<file path="config.mk">
export PLATFORM = sky130hd
export DESIGN_NAME = dac_startup_config_sync
export DESIGN_NICKNAME = d
export VERILOG_FILES = /design/src/verilog/dac_startup_config_sync.v
export VERILOG_INCLUDE_DIRS = /design/src /design/src/verilog
export SDC_FILE = /design/constraint.sdc
export NUM_CORES = 1
export LEC_CHECK = 0
export BUFFER_PORTS_ARGS = -buffer_cell sky130_fd_sc_hd__buf_4
export CAP_MARGIN = 20
export CORE_MARGIN = 5
export CORE_UTILIZATION = 55
export DETAILED_ROUTE_END_ITERATION = 8
export GPL_ROUTABILITY_DRIVEN = 0
export PLACE_DENSITY_LB_ADDON = 0.1
export SLEW_MARGIN = 30
export SYNTH_ARGS = -nofsm -noshare
export SYNTH_HDL_FRONTEND = slang
export SYNTH_SLANG_ARGS = --single-unit
export TNS_END_PERCENT = 20
</file>
<file path="constraint.sdc">
create_clock -name mclk -period 2.7 [get_ports mclk]
set_clock_uncertainty 0.1 [all_clocks]
set_input_delay 0.27 -clock mclk [delete_from_list [all_inputs] [get_ports mclk]]
set_output_delay 0.27 -clock mclk [all_outputs]
set_load 0.02 [all_outputs]
</file>
<file path="src/verilog/dac_cfg_map.vh">
// register offsets, field positions, reset values and frame layout of the
// converter configuration bank; included by dac_startup_config_sync.v only.
//
// Behaviour
// - writing offset_a (0x08) re-syncs the A/B offset correction block.
// - writing offset_c (0x0A) re-syncs the C/D offset correction block.
// - writing phase_corr_ab (0x10) re-syncs the A/B gain-and-phase correction block.
// - writing phase_corr_cd (0x11) re-syncs the C/D gain-and-phase correction block.
// - 0x12 holds the A/B oscillator phase offset; writing it re-syncs A/B mixer.
// - 0x13 holds the C/D oscillator phase offset; writing it re-syncs C/D mixer.
// - A/B 32-bit frequency word: low half at 0x14, high half 0x15.
// - C/D 32-bit frequency word: low half at 0x16, high half 0x17.
// - oscillator accumulator re-syncs on a rising edge of the sync input.
// - 0x1E picks serial sync trigger or write auto-sync per correction block.
// - 0x09 holds both the fifo offset and the channel B offset.
// - enables in 0x02 shut outputs off on clock loss or fifo collision.
// - mask in 0x07 gates alarms to the alarm output; 0xD8FF passes four (bits 13, 10, 9, 8).
// - 0x01 enables parity checking and fifo two-away, one-away, collision alarms.
// - 0x18 enables the pll and its N-divider sync.
// - writing zero to 0x05 clears alarms; reading returns the alarm state.
`ifndef DAC_CFG_MAP_VH
`define DAC_CFG_MAP_VH

`define A_CTRL      5'h00
`define A_PARITY    5'h01
`define A_SHUTOFF   5'h02
`define A_CURRENT   5'h03
`define A_IOTEST    5'h04
`define A_ALARM     5'h05
`define A_TEMP      5'h06
`define A_MASK      5'h07
`define A_OFS_A     5'h08
`define A_OFS_B     5'h09
`define A_OFS_C     5'h0a
`define A_OFS_D     5'h0b
`define A_PH_AB     5'h10
`define A_PH_CD     5'h11
`define A_OSC_PH_AB 5'h12
`define A_OSC_PH_CD 5'h13
`define A_FRQ_AB_LO 5'h14
`define A_FRQ_AB_HI 5'h15
`define A_FRQ_CD_LO 5'h16
`define A_FRQ_CD_HI 5'h17
`define A_PLL       5'h18
`define A_VCO       5'h1a
`define A_REFSEL    5'h1b
`define A_SYNC_SEL  5'h1e
`define A_SYNC_CTRL 5'h1f
`define A_HOLE_LO   5'h1c
`define A_HOLE_HI   5'h1d

`define RST_CTRL    16'h049c
`define RST_PARITY  16'h040e
`define RST_SHUTOFF 16'h7000
`define RST_CURRENT 16'hf000
`define RST_MASK    16'hffff
`define RST_OTHER   16'h0000

// control fields
`define B_ALARM_ENA   4
`define B_ALARM_POL   3
`define B_PARITY_ENA  10
`define B_AL_2AWAY    3
`define B_AL_1AWAY    2
`define B_AL_COLL     1
`define B_SO_DACCLK   14
`define B_SO_DATACLK  13
`define B_SO_COLL     12
`define B_NCO_ENA     4
`define B_TXENABLE    0
`define B_PLL_NDIVSYN 11
`define B_PLL_ENA     10
`define B_SIF_SYNC    1
// per-block sync select: serial trigger bit and auto-sync bit
`define B_SEL_OFS_AB_SER 15
`define B_SEL_OFS_AB_AUTO 12
`define B_SEL_OFS_CD_SER 11
`define B_SEL_OFS_CD_AUTO 8
`define B_SEL_COR_AB_SER 7
`define B_SEL_COR_AB_AUTO 4
`define B_SEL_COR_CD_SER 3
`define B_SEL_COR_CD_AUTO 0

// alarm status bits
`define B_ST_COLL     13
`define B_ST_1AWAY    12
`define B_ST_2AWAY    11
`define B_ST_DACCLK   10
`define B_ST_DATACLK  9
`define B_ST_OUTGONE  8
`define B_ST_PLL      5
`define B_ST_PARITY   4

// serial frame: 1 direction bit, 7 address bits, 16 data bits
`define FRAME_LAST    5'd23
`define FRAME_ADDR    5'd7
`define ADDR_W        7

// pin idle levels in synchroniser order; only the select (bit 1) idles high
`define PIN_IDLE      5'h02

`endif

</file>
<file path="src/verilog/dac_startup_config_sync.v">
// configuration register bank of a four-channel converter with its serial
// configuration port, alarm collection, output shut-off and block re-sync.
// assumes pins arrive asynchronous to mclk and sclk is well below mclk / 8.
`timescale 1ns/1ps
`include "dac_cfg_map.vh"

module dac_startup_config_sync (
    input  wire        mclk,
    input  wire        nrst,
    input  wire        sif_sclk,
    input  wire        sif_sen_n,
    input  wire        sif_sdio_in,
    output reg         sif_sdio_out,
    output reg         sif_sdio_oe,
    input  wire        transmit_enable_pin,
    input  wire        sync_in,
    input  wire        converter_clk_lost,
    input  wire        data_clk_lost,
    input  wire        fifo_collision,
    input  wire        fifo_one_away,
    input  wire        fifo_two_away,
    input  wire        pll_unlocked,
    input  wire        parity_error,
    output reg         alarm_out,
    output reg         outputs_on,
    output reg         offset_ab_resync,
    output reg         offset_cd_resync,
    output reg         corr_ab_resync,
    output reg         corr_cd_resync,
    output reg         mixer_ab_resync,
    output reg         mixer_cd_resync,
    output reg         nco_acc_resync,
    output reg         pll_ndiv_reset,
    output reg         pll_enable,
    output reg  [31:0] osc_freq_word_ab,
    output reg  [31:0] osc_freq_word_cd,
    output reg  [15:0] osc_phase_ab,
    output reg  [15:0] osc_phase_cd,
    output reg  [15:0] fifo_offset_offset_b
);

// ----------------------------------------------------------------------------
// helpers
// ----------------------------------------------------------------------------
function [15:0] reset_value;
    input [4:0] a;
    begin
        case (a)
            `A_CTRL:    reset_value = `RST_CTRL;
            `A_PARITY:  reset_value = `RST_PARITY;
            `A_SHUTOFF: reset_value = `RST_SHUTOFF;
            `A_CURRENT: reset_value = `RST_CURRENT;
            `A_MASK:    reset_value = `RST_MASK;
            default:    reset_value = `RST_OTHER;
        endcase
    end
endfunction

// storage exists for 0x00-0x1f except the 0x1c/0x1d hole and alarm/iotest/temp which are special
function is_mapped;
    input [6:0] a;
    begin
        is_mapped = (a[6:5] == 2'b00) && (a[4:0] != `A_HOLE_LO) && (a[4:0] != `A_HOLE_HI);
    end
endfunction

function is_storage;
    input [6:0] a;
    begin
        is_storage = is_mapped(a) && (a[4:0] != `A_ALARM) && (a[4:0] != `A_IOTEST)
                     && (a[4:0] != `A_TEMP);
    end
endfunction

// ----------------------------------------------------------------------------
// pin synchronisers: three stages, level moves once stages two and three agree
// ----------------------------------------------------------------------------
localparam NPIN = 5;
wire [NPIN-1:0] pin_raw = {sync_in, transmit_enable_pin, sif_sdio_in, sif_sen_n, sif_sclk};
reg  [NPIN-1:0] pin_s1_r;
reg  [NPIN-1:0] pin_s2_r;
reg  [NPIN-1:0] pin_s3_r;
reg  [NPIN-1:0] pin_lvl_r;
wire [NPIN-1:0] pin_agree = ~(pin_s2_r ^ pin_s3_r);
wire [NPIN-1:0] pin_nxt   = (pin_agree & pin_s3_r) | (~pin_agree & pin_lvl_r);
wire [NPIN-1:0] pin_rise  = pin_nxt & ~pin_lvl_r;
wire [NPIN-1:0] pin_fall  = ~pin_nxt & pin_lvl_r;

always @(posedge mclk or negedge nrst) begin
    if (!nrst) begin
        // every stage starts at the idle levels so no false frame follows reset
        pin_s1_r  <= `PIN_IDLE;
        pin_s2_r  <= `PIN_IDLE;
        pin_s3_r  <= `PIN_IDLE;
        pin_lvl_r <= `PIN_IDLE;
    end else begin
        pin_s1_r  <= pin_raw;
        pin_s2_r  <= pin_s1_r;
        pin_s3_r  <= pin_s2_r;
        pin_lvl_r <= pin_nxt;
    end
end

wire sclk_rise = pin_rise[0];
wire sclk_fall = pin_fall[0];
wire sen_n_lvl = pin_nxt[1];
wire sdio_lvl  = pin_nxt[2];
wire transmit_enable_pin_lvl = pin_lvl_r[3];
wire sync_rise = pin_rise[4];

// ----------------------------------------------------------------------------
// serial frame engine
// ----------------------------------------------------------------------------
reg  [4:0]  bit_cnt_r;
reg  [23:0] shift_in_r;
reg  [15:0] shift_out_r;
reg         wr_pulse_r;
reg  [6:0]  wr_addr_r;
reg  [15:0] wr_data_r;
reg  [15:0] regs_r [0:31];
reg  [15:0] alarms_r;
wire [23:0] shift_in_nxt = {shift_in_r[22:0], sdio_lvl};
wire [6:0]  frame_addr   = shift_in_nxt[6:0];
wire        frame_read   = shift_in_nxt[7];
reg  [15:0] read_word;

always @* begin
    read_word = 16'h0000;
    if (frame_addr == {2'b00, `A_ALARM})
        read_word = alarms_r;
    else if (is_storage(frame_addr))
        read_word = regs_r[frame_addr[4:0]];
end

always @(posedge mclk or negedge nrst) begin
    if (!nrst) begin
        bit_cnt_r    <= 5'd0;
        shift_in_r   <= 24'h000000;
        shift_out_r  <= 16'h0000;
        sif_sdio_out <= 1'b0;
        sif_sdio_oe  <= 1'b0;
        wr_pulse_r   <= 1'b0;
        wr_addr_r    <= 7'h00;
        wr_data_r    <= 16'h0000;
    end else begin
        wr_pulse_r <= 1'b0;
        if (sen_n_lvl) begin
            // deselect aborts a partial frame without committing anything
            bit_cnt_r   <= 5'd0;
            sif_sdio_oe <= 1'b0;
        end else if (sclk_rise) begin
            shift_in_r <= shift_in_nxt;
            if (bit_cnt_r == `FRAME_ADDR && frame_read)
                shift_out_r <= read_word;
            if (bit_cnt_r == `FRAME_LAST) begin
                bit_cnt_r <= 5'd0;
                if (!shift_in_nxt[23]) begin
                    wr_pulse_r <= 1'b1;
                    wr_addr_r  <= shift_in_nxt[22:16];
                    wr_data_r  <= shift_in_nxt[15:0];
                end
            end else begin
                bit_cnt_r <= bit_cnt_r + 5'd1;
            end
        end else if (sclk_fall && bit_cnt_r > `FRAME_ADDR && shift_in_r[bit_cnt_r - 5'd1]) begin
            // read data changes on the falling edge, msb first
            sif_sdio_oe  <= 1'b1;
            sif_sdio_out <= shift_out_r[15];
            shift_out_r  <= {shift_out_r[14:0], 1'b0};
        end
    end
end

// ----------------------------------------------------------------------------
// register file
// ----------------------------------------------------------------------------
wire wr_store = wr_pulse_r && is_storage(wr_addr_r);
integer i;

always @(posedge mclk or negedge nrst) begin
    if (!nrst) begin
        for (i = 0; i < 32; i = i + 1)
            regs_r[i] <= reset_value(i[4:0]);
    end else if (wr_store) begin
        regs_r[wr_addr_r[4:0]] <= wr_data_r;
    end
end

wire [15:0] ctrl_r     = regs_r[`A_CTRL];
wire [15:0] parity_r   = regs_r[`A_PARITY];
wire [15:0] shutoff_r  = regs_r[`A_SHUTOFF];
wire [15:0] current_r  = regs_r[`A_CURRENT];
wire [15:0] mask_r     = regs_r[`A_MASK];
wire [15:0] pll_r      = regs_r[`A_PLL];
wire [15:0] sync_sel_r = regs_r[`A_SYNC_SEL];
wire [15:0] sync_ctl_r = regs_r[`A_SYNC_CTRL];

function wr_hit;
    input       pulse;
    input [6:0] waddr;
    input [4:0] target;
    begin
        wr_hit = pulse && (waddr == {2'b00, target});
    end
endfunction

// ----------------------------------------------------------------------------
// alarms, shut-off and alarm pin
// ----------------------------------------------------------------------------
reg         shut_r;
reg  [15:0] alarm_evt;
wire        alarm_clr = wr_hit(wr_pulse_r, wr_addr_r, `A_ALARM);

// shut-off holds until the causing alarm is cleared by software
wire shut_nxt = (alarms_r[`B_ST_DACCLK]  && shutoff_r[`B_SO_DACCLK])
             || (alarms_r[`B_ST_DATACLK] && shutoff_r[`B_SO_DATACLK])
             || (alarms_r[`B_ST_COLL]    && shutoff_r[`B_SO_COLL]);

always @* begin
    alarm_evt = 16'h0000;
    alarm_evt[`B_ST_COLL]    = fifo_collision && parity_r[`B_AL_COLL];
    alarm_evt[`B_ST_1AWAY]   = fifo_one_away && parity_r[`B_AL_1AWAY];
    alarm_evt[`B_ST_2AWAY]   = fifo_two_away && parity_r[`B_AL_2AWAY];
    alarm_evt[`B_ST_PARITY]  = parity_error && parity_r[`B_PARITY_ENA];
    alarm_evt[`B_ST_DACCLK]  = converter_clk_lost;
    alarm_evt[`B_ST_DATACLK] = data_clk_lost;
    alarm_evt[`B_ST_PLL]     = pll_unlocked && pll_r[`B_PLL_ENA];
    // a stale shut-off must not re-arm its own flag across the clearing write
    alarm_evt[`B_ST_OUTGONE] = shut_r && shut_nxt && !alarm_clr;
end

wire masked_any = |(alarms_r & ~mask_r);

always @(posedge mclk or negedge nrst) begin
    if (!nrst) begin
        alarms_r   <= 16'h0000;
        shut_r     <= 1'b0;
        alarm_out  <= 1'b0;
        outputs_on <= 1'b0;
    end else begin
        // a new event wins over a clear in the same cycle
        if (alarm_clr)
            alarms_r <= (alarms_r & wr_data_r) | alarm_evt;
        else
            alarms_r <= alarms_r | alarm_evt;
        shut_r     <= shut_nxt;
        alarm_out  <= (masked_any && ctrl_r[`B_ALARM_ENA]) ^ ctrl_r[`B_ALARM_POL];
        outputs_on <= (transmit_enable_pin_lvl || current_r[`B_TXENABLE]) && !shut_nxt;
    end
end

// ----------------------------------------------------------------------------
// re-sync pulses and configuration outputs
// ----------------------------------------------------------------------------
reg  sif_sync_q_r;
wire sif_sync_rise = sync_ctl_r[`B_SIF_SYNC] && !sif_sync_q_r;

always @(posedge mclk or negedge nrst) begin
    if (!nrst) begin
        sif_sync_q_r         <= 1'b0;
        offset_ab_resync     <= 1'b0;
        offset_cd_resync     <= 1'b0;
        corr_ab_resync       <= 1'b0;
        corr_cd_resync       <= 1'b0;
        mixer_ab_resync      <= 1'b0;
        mixer_cd_resync      <= 1'b0;
        nco_acc_resync       <= 1'b0;
        pll_ndiv_reset       <= 1'b0;
        pll_enable           <= 1'b0;
        osc_freq_word_ab     <= 32'h00000000;
        osc_freq_word_cd     <= 32'h00000000;
        osc_phase_ab         <= 16'h0000;
        osc_phase_cd         <= 16'h0000;
        fifo_offset_offset_b <= 16'h0000;
    end else begin
        sif_sync_q_r <= sync_ctl_r[`B_SIF_SYNC];
        offset_ab_resync <= (wr_hit(wr_pulse_r, wr_addr_r, `A_OFS_A)
                             && sync_sel_r[`B_SEL_OFS_AB_AUTO])
                         || (sif_sync_rise && sync_sel_r[`B_SEL_OFS_AB_SER]);
        offset_cd_resync <= (wr_hit(wr_pulse_r, wr_addr_r, `A_OFS_C)
                             && sync_sel_r[`B_SEL_OFS_CD_AUTO])
                         || (sif_sync_rise && sync_sel_r[`B_SEL_OFS_CD_SER]);
        corr_ab_resync   <= (wr_hit(wr_pulse_r, wr_addr_r, `A_PH_AB)
                             && sync_sel_r[`B_SEL_COR_AB_AUTO])
                         || (sif_sync_rise && sync_sel_r[`B_SEL_COR_AB_SER]);
        corr_cd_resync   <= (wr_hit(wr_pulse_r, wr_addr_r, `A_PH_CD)
                             && sync_sel_r[`B_SEL_COR_CD_AUTO])
                         || (sif_sync_rise && sync_sel_r[`B_SEL_COR_CD_SER]);
        mixer_ab_resync  <= wr_hit(wr_pulse_r, wr_addr_r, `A_OSC_PH_AB);
        mixer_cd_resync  <= wr_hit(wr_pulse_r, wr_addr_r, `A_OSC_PH_CD);
        nco_acc_resync   <= sync_rise && shutoff_r[`B_NCO_ENA];
        pll_ndiv_reset   <= sync_rise && pll_r[`B_PLL_NDIVSYN];
        pll_enable       <= pll_r[`B_PLL_ENA];
        osc_phase_ab     <= regs_r[`A_OSC_PH_AB];
        osc_phase_cd     <= regs_r[`A_OSC_PH_CD];
        osc_freq_word_ab <= {regs_r[`A_FRQ_AB_HI], regs_r[`A_FRQ_AB_LO]};
        osc_freq_word_cd <= {regs_r[`A_FRQ_CD_HI], regs_r[`A_FRQ_CD_LO]};
        fifo_offset_offset_b <= regs_r[`A_OFS_B];
    end
end

endmodule // dac_startup_config_sync
</file>
---- After elaboration in Yosys (flattened, before gate mapping) ----
Index checks and enable logic that the tools add are counted.
W data, S select, Z words.
storage, ports and cells
  bits in read-only memories .............. 0
  latch bits .............................. 0
  logic and storage cells ................. 203
  bits in registers ....................... 744
  output and inout bits ................... 125
  memories ................................ 0
  memory bits (writable) .................. 0
operators by class
  shift operators ......................... 0
  magnitude comparators ................... 5
  equality and inequality tests ........... 22
  reductions and logical operators ........ 66
  divide/modulo/power cells ............... 0
  $add $sub $neg .......................... 2
  bitwise logic cells ..................... 21
  multiply operators ...................... 0
  mux-type cells .......................... 24
operator list
  kind                  number
  $bwmux W512           1
  $mux W16              9
  $bmux W16 S5          1
  $demux W16 S5         1
  $logic_and A1 B1 Y1   45
  $and A16 B16 Y16      2
  $or A16 B14 Y16       2
  $ne A5 B3 Y1 const B  6
  $eq A7 B5 Y1 const B  4
  $ne A5 B5 Y1 const B  4
  $not A16 Y16          1
  $reduce_or A16 Y1     1
  $and A5 B5 Y5         3
  $mux W5               3
  $not A5 Y5            3
  $eq A7 B3 Y1 const B  2
  $eq A7 B4 Y1 const B  2
  $ge A6 B6 Y1 const B  2
  $not A5 Y6            2
  $mux W1               8
  $logic_or A1 B1 Y1    7
  $lt A5 B6 Y1 const B  1
  $lt A6 B1 Y1 const B  1
  $reduce_and A3 Y1     2
  other kinds (18)      27

---- Depth between registers and ports, before layout ----
  word-level depth ........................ 15
  gate-level depth with buffers ........... 13

---- Worst setup path before layout ----
OpenSTA, ideal clock, no wires.
  path kind ............................... register to register
  start ................................... register bit_cnt_r[0]
  end ..................................... register shift_out_r[15]
  data required time ...................... 2.479 ns
  arrival ................................. 2.681 ns
  buffers on the path ..................... 3
  path slack .............................. -0.202 ns
  clock period less this slack ............ 2.902 ns
  library setup time ...................... 0.121 ns
  stages on the path, launching flop included .. 13
  cell sequence ........................... dfrtp_1 -> buf_4 -> inv_1 -> ha_1 -> clkbuf_1 -> mux4_2 -> mux2i_1 -> o31a_1 -> or3_1 -> and2_1 -> buf_2 -> nor2_1 -> a22o_1
between the ends
  cells in the longest elaborated chain, start to end .. 6
RTL lines
  element                        line                           source
  start, declared                dac_startup_config_sync.v:114  reg [4:0] bit_cnt_r;
  start signal, assigned         dac_startup_config_sync.v:163  bit_cnt_r <= bit_cnt_r + 5'd1;
  $sub A5 B1 Y5                  dac_startup_config_sync.v:165  end else if (sclk_fall && bit_cnt_r > `FRAME_ADDR && shift_in_r[bit_cnt_r - 5'd1]) begin
  $bmux W1 S5                    dac_startup_config_sync.v:165
  $mux W1 (implied by the code)  dac_startup_config_sync.v:165
  $logic_and A1 B1 Y1            dac_startup_config_sync.v:165
  $reduce_bool A2 Y1 (no line)   n/a
  $reduce_and A3 Y1 (no line) *  n/a
  end signal, assigned           dac_startup_config_sync.v:154  shift_out_r <= read_word;
  end signal, assigned           dac_startup_config_sync.v:169  shift_out_r <= {shift_out_r[14:0], 1'b0};
  end, declared                  dac_startup_config_sync.v:116  reg [15:0] shift_out_r;
Every way passes the cells marked *; elsewhere a longest branch is shown, timed or not. The select of a mux whose other input is x is not followed.
A chain may end at the register's enable or synchronous reset.

---- Worst setup path in the final report ----
  start ................................... register pin_s3_r[2]
  end ..................................... register shift_out_r[7]
between the ends
  cells in the longest elaborated chain, start to end .. 15
RTL lines
  element                                                               line                           source
  start, declared                                                       dac_startup_config_sync.v:82   reg [NPIN-1:0] pin_s3_r;
  start signal, assigned                                                dac_startup_config_sync.v:94   pin_s3_r <= `PIN_IDLE;
  start signal, assigned                                                dac_startup_config_sync.v:99   pin_s3_r <= pin_s2_r;
  $xor A5 B5 Y5                                                         dac_startup_config_sync.v:84   wire [NPIN-1:0] pin_agree = ~(pin_s2_r ^ pin_s3_r);
  $not A5 Y5                                                            dac_startup_config_sync.v:84
  $not A5 Y5                                                            dac_startup_config_sync.v:85   wire [NPIN-1:0] pin_nxt = (pin_agree & pin_s3_r) | (~pin_agree & pin_lvl_r);
  $and A5 B5 Y5                                                         dac_startup_config_sync.v:85
  $or A5 B5 Y5 *                                                        dac_startup_config_sync.v:85
  parallel branches: the longest is 7 deep, another holds $bmux W16 S5  n/a
  $mux W16 *                                                            dac_startup_config_sync.v:129  if (frame_addr == {2'b00, `A_ALARM})
  $mux W16 *                                                            dac_startup_config_sync.v:153  if (bit_cnt_r == `FRAME_ADDR && frame_read)
  $mux W16 *                                                            dac_startup_config_sync.v:151  end else if (sclk_rise) begin
Every way passes the cells marked *. The select of a mux whose other input is x is not followed.

==> results.md <==
* Status: finished with violations
* Failing checks: negative setup slack
* DRT Pass-1 Iters at 5
* Post-route DRC at 0
* Slew headroom at 0.339
* Die Wd at between 200 and 250 µm
* Synth Warn # at 0
* Crit Path Class: reg -> reg
* Period minus WS final at 2860 ps
* Sw Share at 0.271
* Final count of negative-setup-slack endpoints at 12
* Startpoint types: flip-flop
* CTS max path bufs at 3
* VDD IR-drop max at between 0.0005 and 0.0006 V
* Top-area cell type share of the netlist area at 0.571
* TritonCTS clock tree: built
* Cts bufs inserted at 75
* Gate Count Post-Synth at 2,286
* Layout Cells excl Fill at between 3k and 4k
* Register area share after synthesis at 0.602
* Post-layout util at 0.671
* Detail Route Antenna Nets at 0
* CTS sink cnt at between 700 and 800
* Final instance area at ~0.037 mm²
* Post-synthesis cell type count at slightly below 80
* Vias in the first global route at between 20k and 25k
* Pint at approximately 20 mW
* Worst path arrival time at around 3300 ps
* Max-cap check violation count at 0
* Multi-input combinational cell area at between 0.01 and 0.015 mm²
* Vias at 20.1k
* Wirelength per Cell at 26.6 µm
* Avg Synthesized Cell Area at roughly 13 µm²
* Layout cell share with drive strength beyond 1 at 0.433
* Yosys reg bits at approximately 730
* Die H at 245 µm
* Fin nets at 2,526
* Syn-to-layout area delta at 21.6%
* Crit path max fanout at 7
* Total design power at 26.8 mW
* Placed instance area at ~0.033 mm²
* Fin. Hold Viols at 0
* Io pins at roughly 140
* Core area at around 0.055 mm²
* Ys flop type: dfrtp_1
* Sequential cell area at 0.0182 mm²
* Rows at 86
* Hold Path Class: in -> async
* First-pass GRT wire length at 132 mm
* CTS clk-pin slew, worst paths at about 60 ps
* Final Slew Violations at 0
* Port Buffers at ~140
* NetSw at around 7.3 mW
* GRT Total Usage at 0.292
* Reg power frac at 0.410
* Synthesized Nets at between 2k and 2.5k
* DRT iter0 DRCs at 1,785
* Setup ws final at -163 ps
* Clk_lat worst skew at 620 ps
* Share of total power in the clock network at 0.407
* Area leader, netlist: dfrtp_1
* Post-DP HPWL at between 50 and 60 mm
* Largest net degree at the start of global routing at 80
* Crit end category: flip-flop
* GR Overflow Total at 0
* Period utilization at 1.06
* Clock Tree Root: clkbuf_16
* Dominant cells by area after synthesis: dfrtp_1 (57%), mux2_2 (17%), mux4_2 (4.3%)
* Logic gate share of total power at 0.182
* Starting Density at 0.552
* Cell leakage power at about 18 nW
* Fmax at approximately 350 MHz
* Vias per inst at roughly 6.1
* Synth async-reset ratio at 1.00
* Cells after DPL at slightly above 3k
* Post-Route WL at 86.9 mm
* Netlist Area Pre-Place at ~0.030 mm²
* Initial antenna violation count at 1
* Antenna cells at 0
* Die area at 0.0599 mm²
* FILL cells at slightly below 4k
* Worst path required time at between 3000 and 4000 ps
* Setup TNS Final at -874 ps
* Unrepaired setup endpoints after global routing: yes
* Pwr dens at approximately 730 mW/mm²
* Slew @ Worst Pin at about 1000 ps
* H-tree levels at 3
* EDFF count, synth at 0
[worst max-delay path, stage by stage, from the launching register on]
cell	delay (ps)
dfrtp_1	400
or2_4	280
a21oi_4	200
buf_6	120
buf_8	120
buf_6	100
buf_4	120
nand2_1	50
a311o_1	360
a221oi_2	420
a2111oi_4	90
o41ai_2	390
[cell usage in the layout (no fill, tap or decap), drive strengths merged, types with 14 or more instances in the layout]
| master | count |
|---|---|
| mux2 | 447 |
| nand2 | 210 |
| o21ai | 69 |
| dfrtp | 691 |
| o22ai | 41 |
| nor4 | 14 |
| mux4 | 58 |
| nand3 | 22 |
| mux2i | 50 |
| inv | 26 |
| a21oi | 43 |
| buf | 366 |
| nor3 | 37 |
| o211ai | 19 |
| clkbuf | 112 |
| nor2 | 91 |
| dfstp | 36 |
[sequential cells by signal, summed over array words and instances, names as in the netlist, 24 cells and up, named ones only]
signal            flops
osc_freq_word_cd     32
osc_freq_word_ab     32
regs_r              367
shift_in_r           24
[area by class of cell]
| cell class | instances | share of cell area |
|---|---|---|
| timing repair buffer | 380 | 0.0968 |
| clock buffer | 112 | 0.0628 |
| multi-input combinational | 1299 | 0.309 |
| sequential | 727 | 0.495 |
| clock inverter | 21 | 0.00880 |
| tap | 704 | 0.0239 |
| inverter | 27 | 0.00309 |
[synthesized netlist by cell type (19+ instances only)]
cell,count
inv_1,24
nand2_1,209
o22ai_1,41
nor2_1,90
nand3_1,22
clkbuf_1,185
buf_2,21
dfstp_2,36
mux4_2,58
o21ai_0,55
dfrtp_1,691
nor3_1,37
a21oi_1,42
o211ai_1,19
mux2_2,446
mux2i_1,50
[path summary, 6_finish.rpt]
kind | cells past startpoint | endpoint | startpoint | slack [ps]
setup / recovery | 11 | shift_out_r[7] | pin_s3_r[2] | -160
hold / removal | 2 | osc_freq_word_ab[15] | nrst | 100
setup reg to reg | 11 | shift_out_r[7] | pin_s3_r[2] | -160
hold reg to reg | 0 | pin_s2_r[3] | pin_s1_r[3] | 250
max in group asynchronous | 4 | regs_r[334] | nrst | 1490
min in group mclk | 2 | pin_s1_r[0] | sif_sclk | 210
[power groups by stage]
stage | registers (mW) | logic (mW) | clock network, mW
after floorplan | 11.2 | 1.92 | 0
after global placement | 11.2 | 4.25 | 0
after detailed placement | 11.2 | 4.26 | 0
after CTS | 11.0 | 4.64 | 11.1
after global routing | 11.0 | 5.09 | 11.5
final | 11.0 | 4.89 | 10.9
[metrics by stage]
stage	hold slack, ps	worst slack [ps]
6_report	103	-163
3_3_place_gp	191	-452
2_1_floorplan	-126	-15.9
3_5_place_dp	186	-393
4_1_cts	143	-58.2
5_1_grt	155	-229
[logic make-up (layout without fill, tap and decap cells)]
group / after synthesis / in the layout / share of synthesized area
flip-flops: 727 / 727 / 0.602
AND/OR/NAND/NOR: 449 / 449 / 0.0683
multiplexers: 555 / 555 / 0.226
buffers and inverters: 260 / 540 / 0.0363
AO/OA/AOI/OAI: 283 / 283 / 0.0634
XOR/XNOR: 6 / 6 / 0.00173
adder cells (fa/ha/maj): 6 / 6 / 0.00219
[layer usage]
metal / global-route usage / vias up / part of all wire
li1: - / 8593 / -
met1: 0.406 / 10538 / 0.42
met2: 0.463 / 764 / 0.48
met3: 0.0586 / 194 / 0.070
met4: 0.106 / 0 / 0.036
met5: 0 / - / 0
[timing repair]
| item | 4_1_cts | 5_1_grt |
|---|---|---|
| endpoints found under the hold margin | 147 | 0 |
| setup endpoints to repair | 14 | 16 |
| pin swaps | 26 | 22 |
| buffers inserted | 12 | 5 |
| hold buffers | 13 | 0 |
| gates resized for setup | 62 | 34 |
| gates cloned | 2 | 0 |
Note: power is estimated with default switching activity, not from simulation.
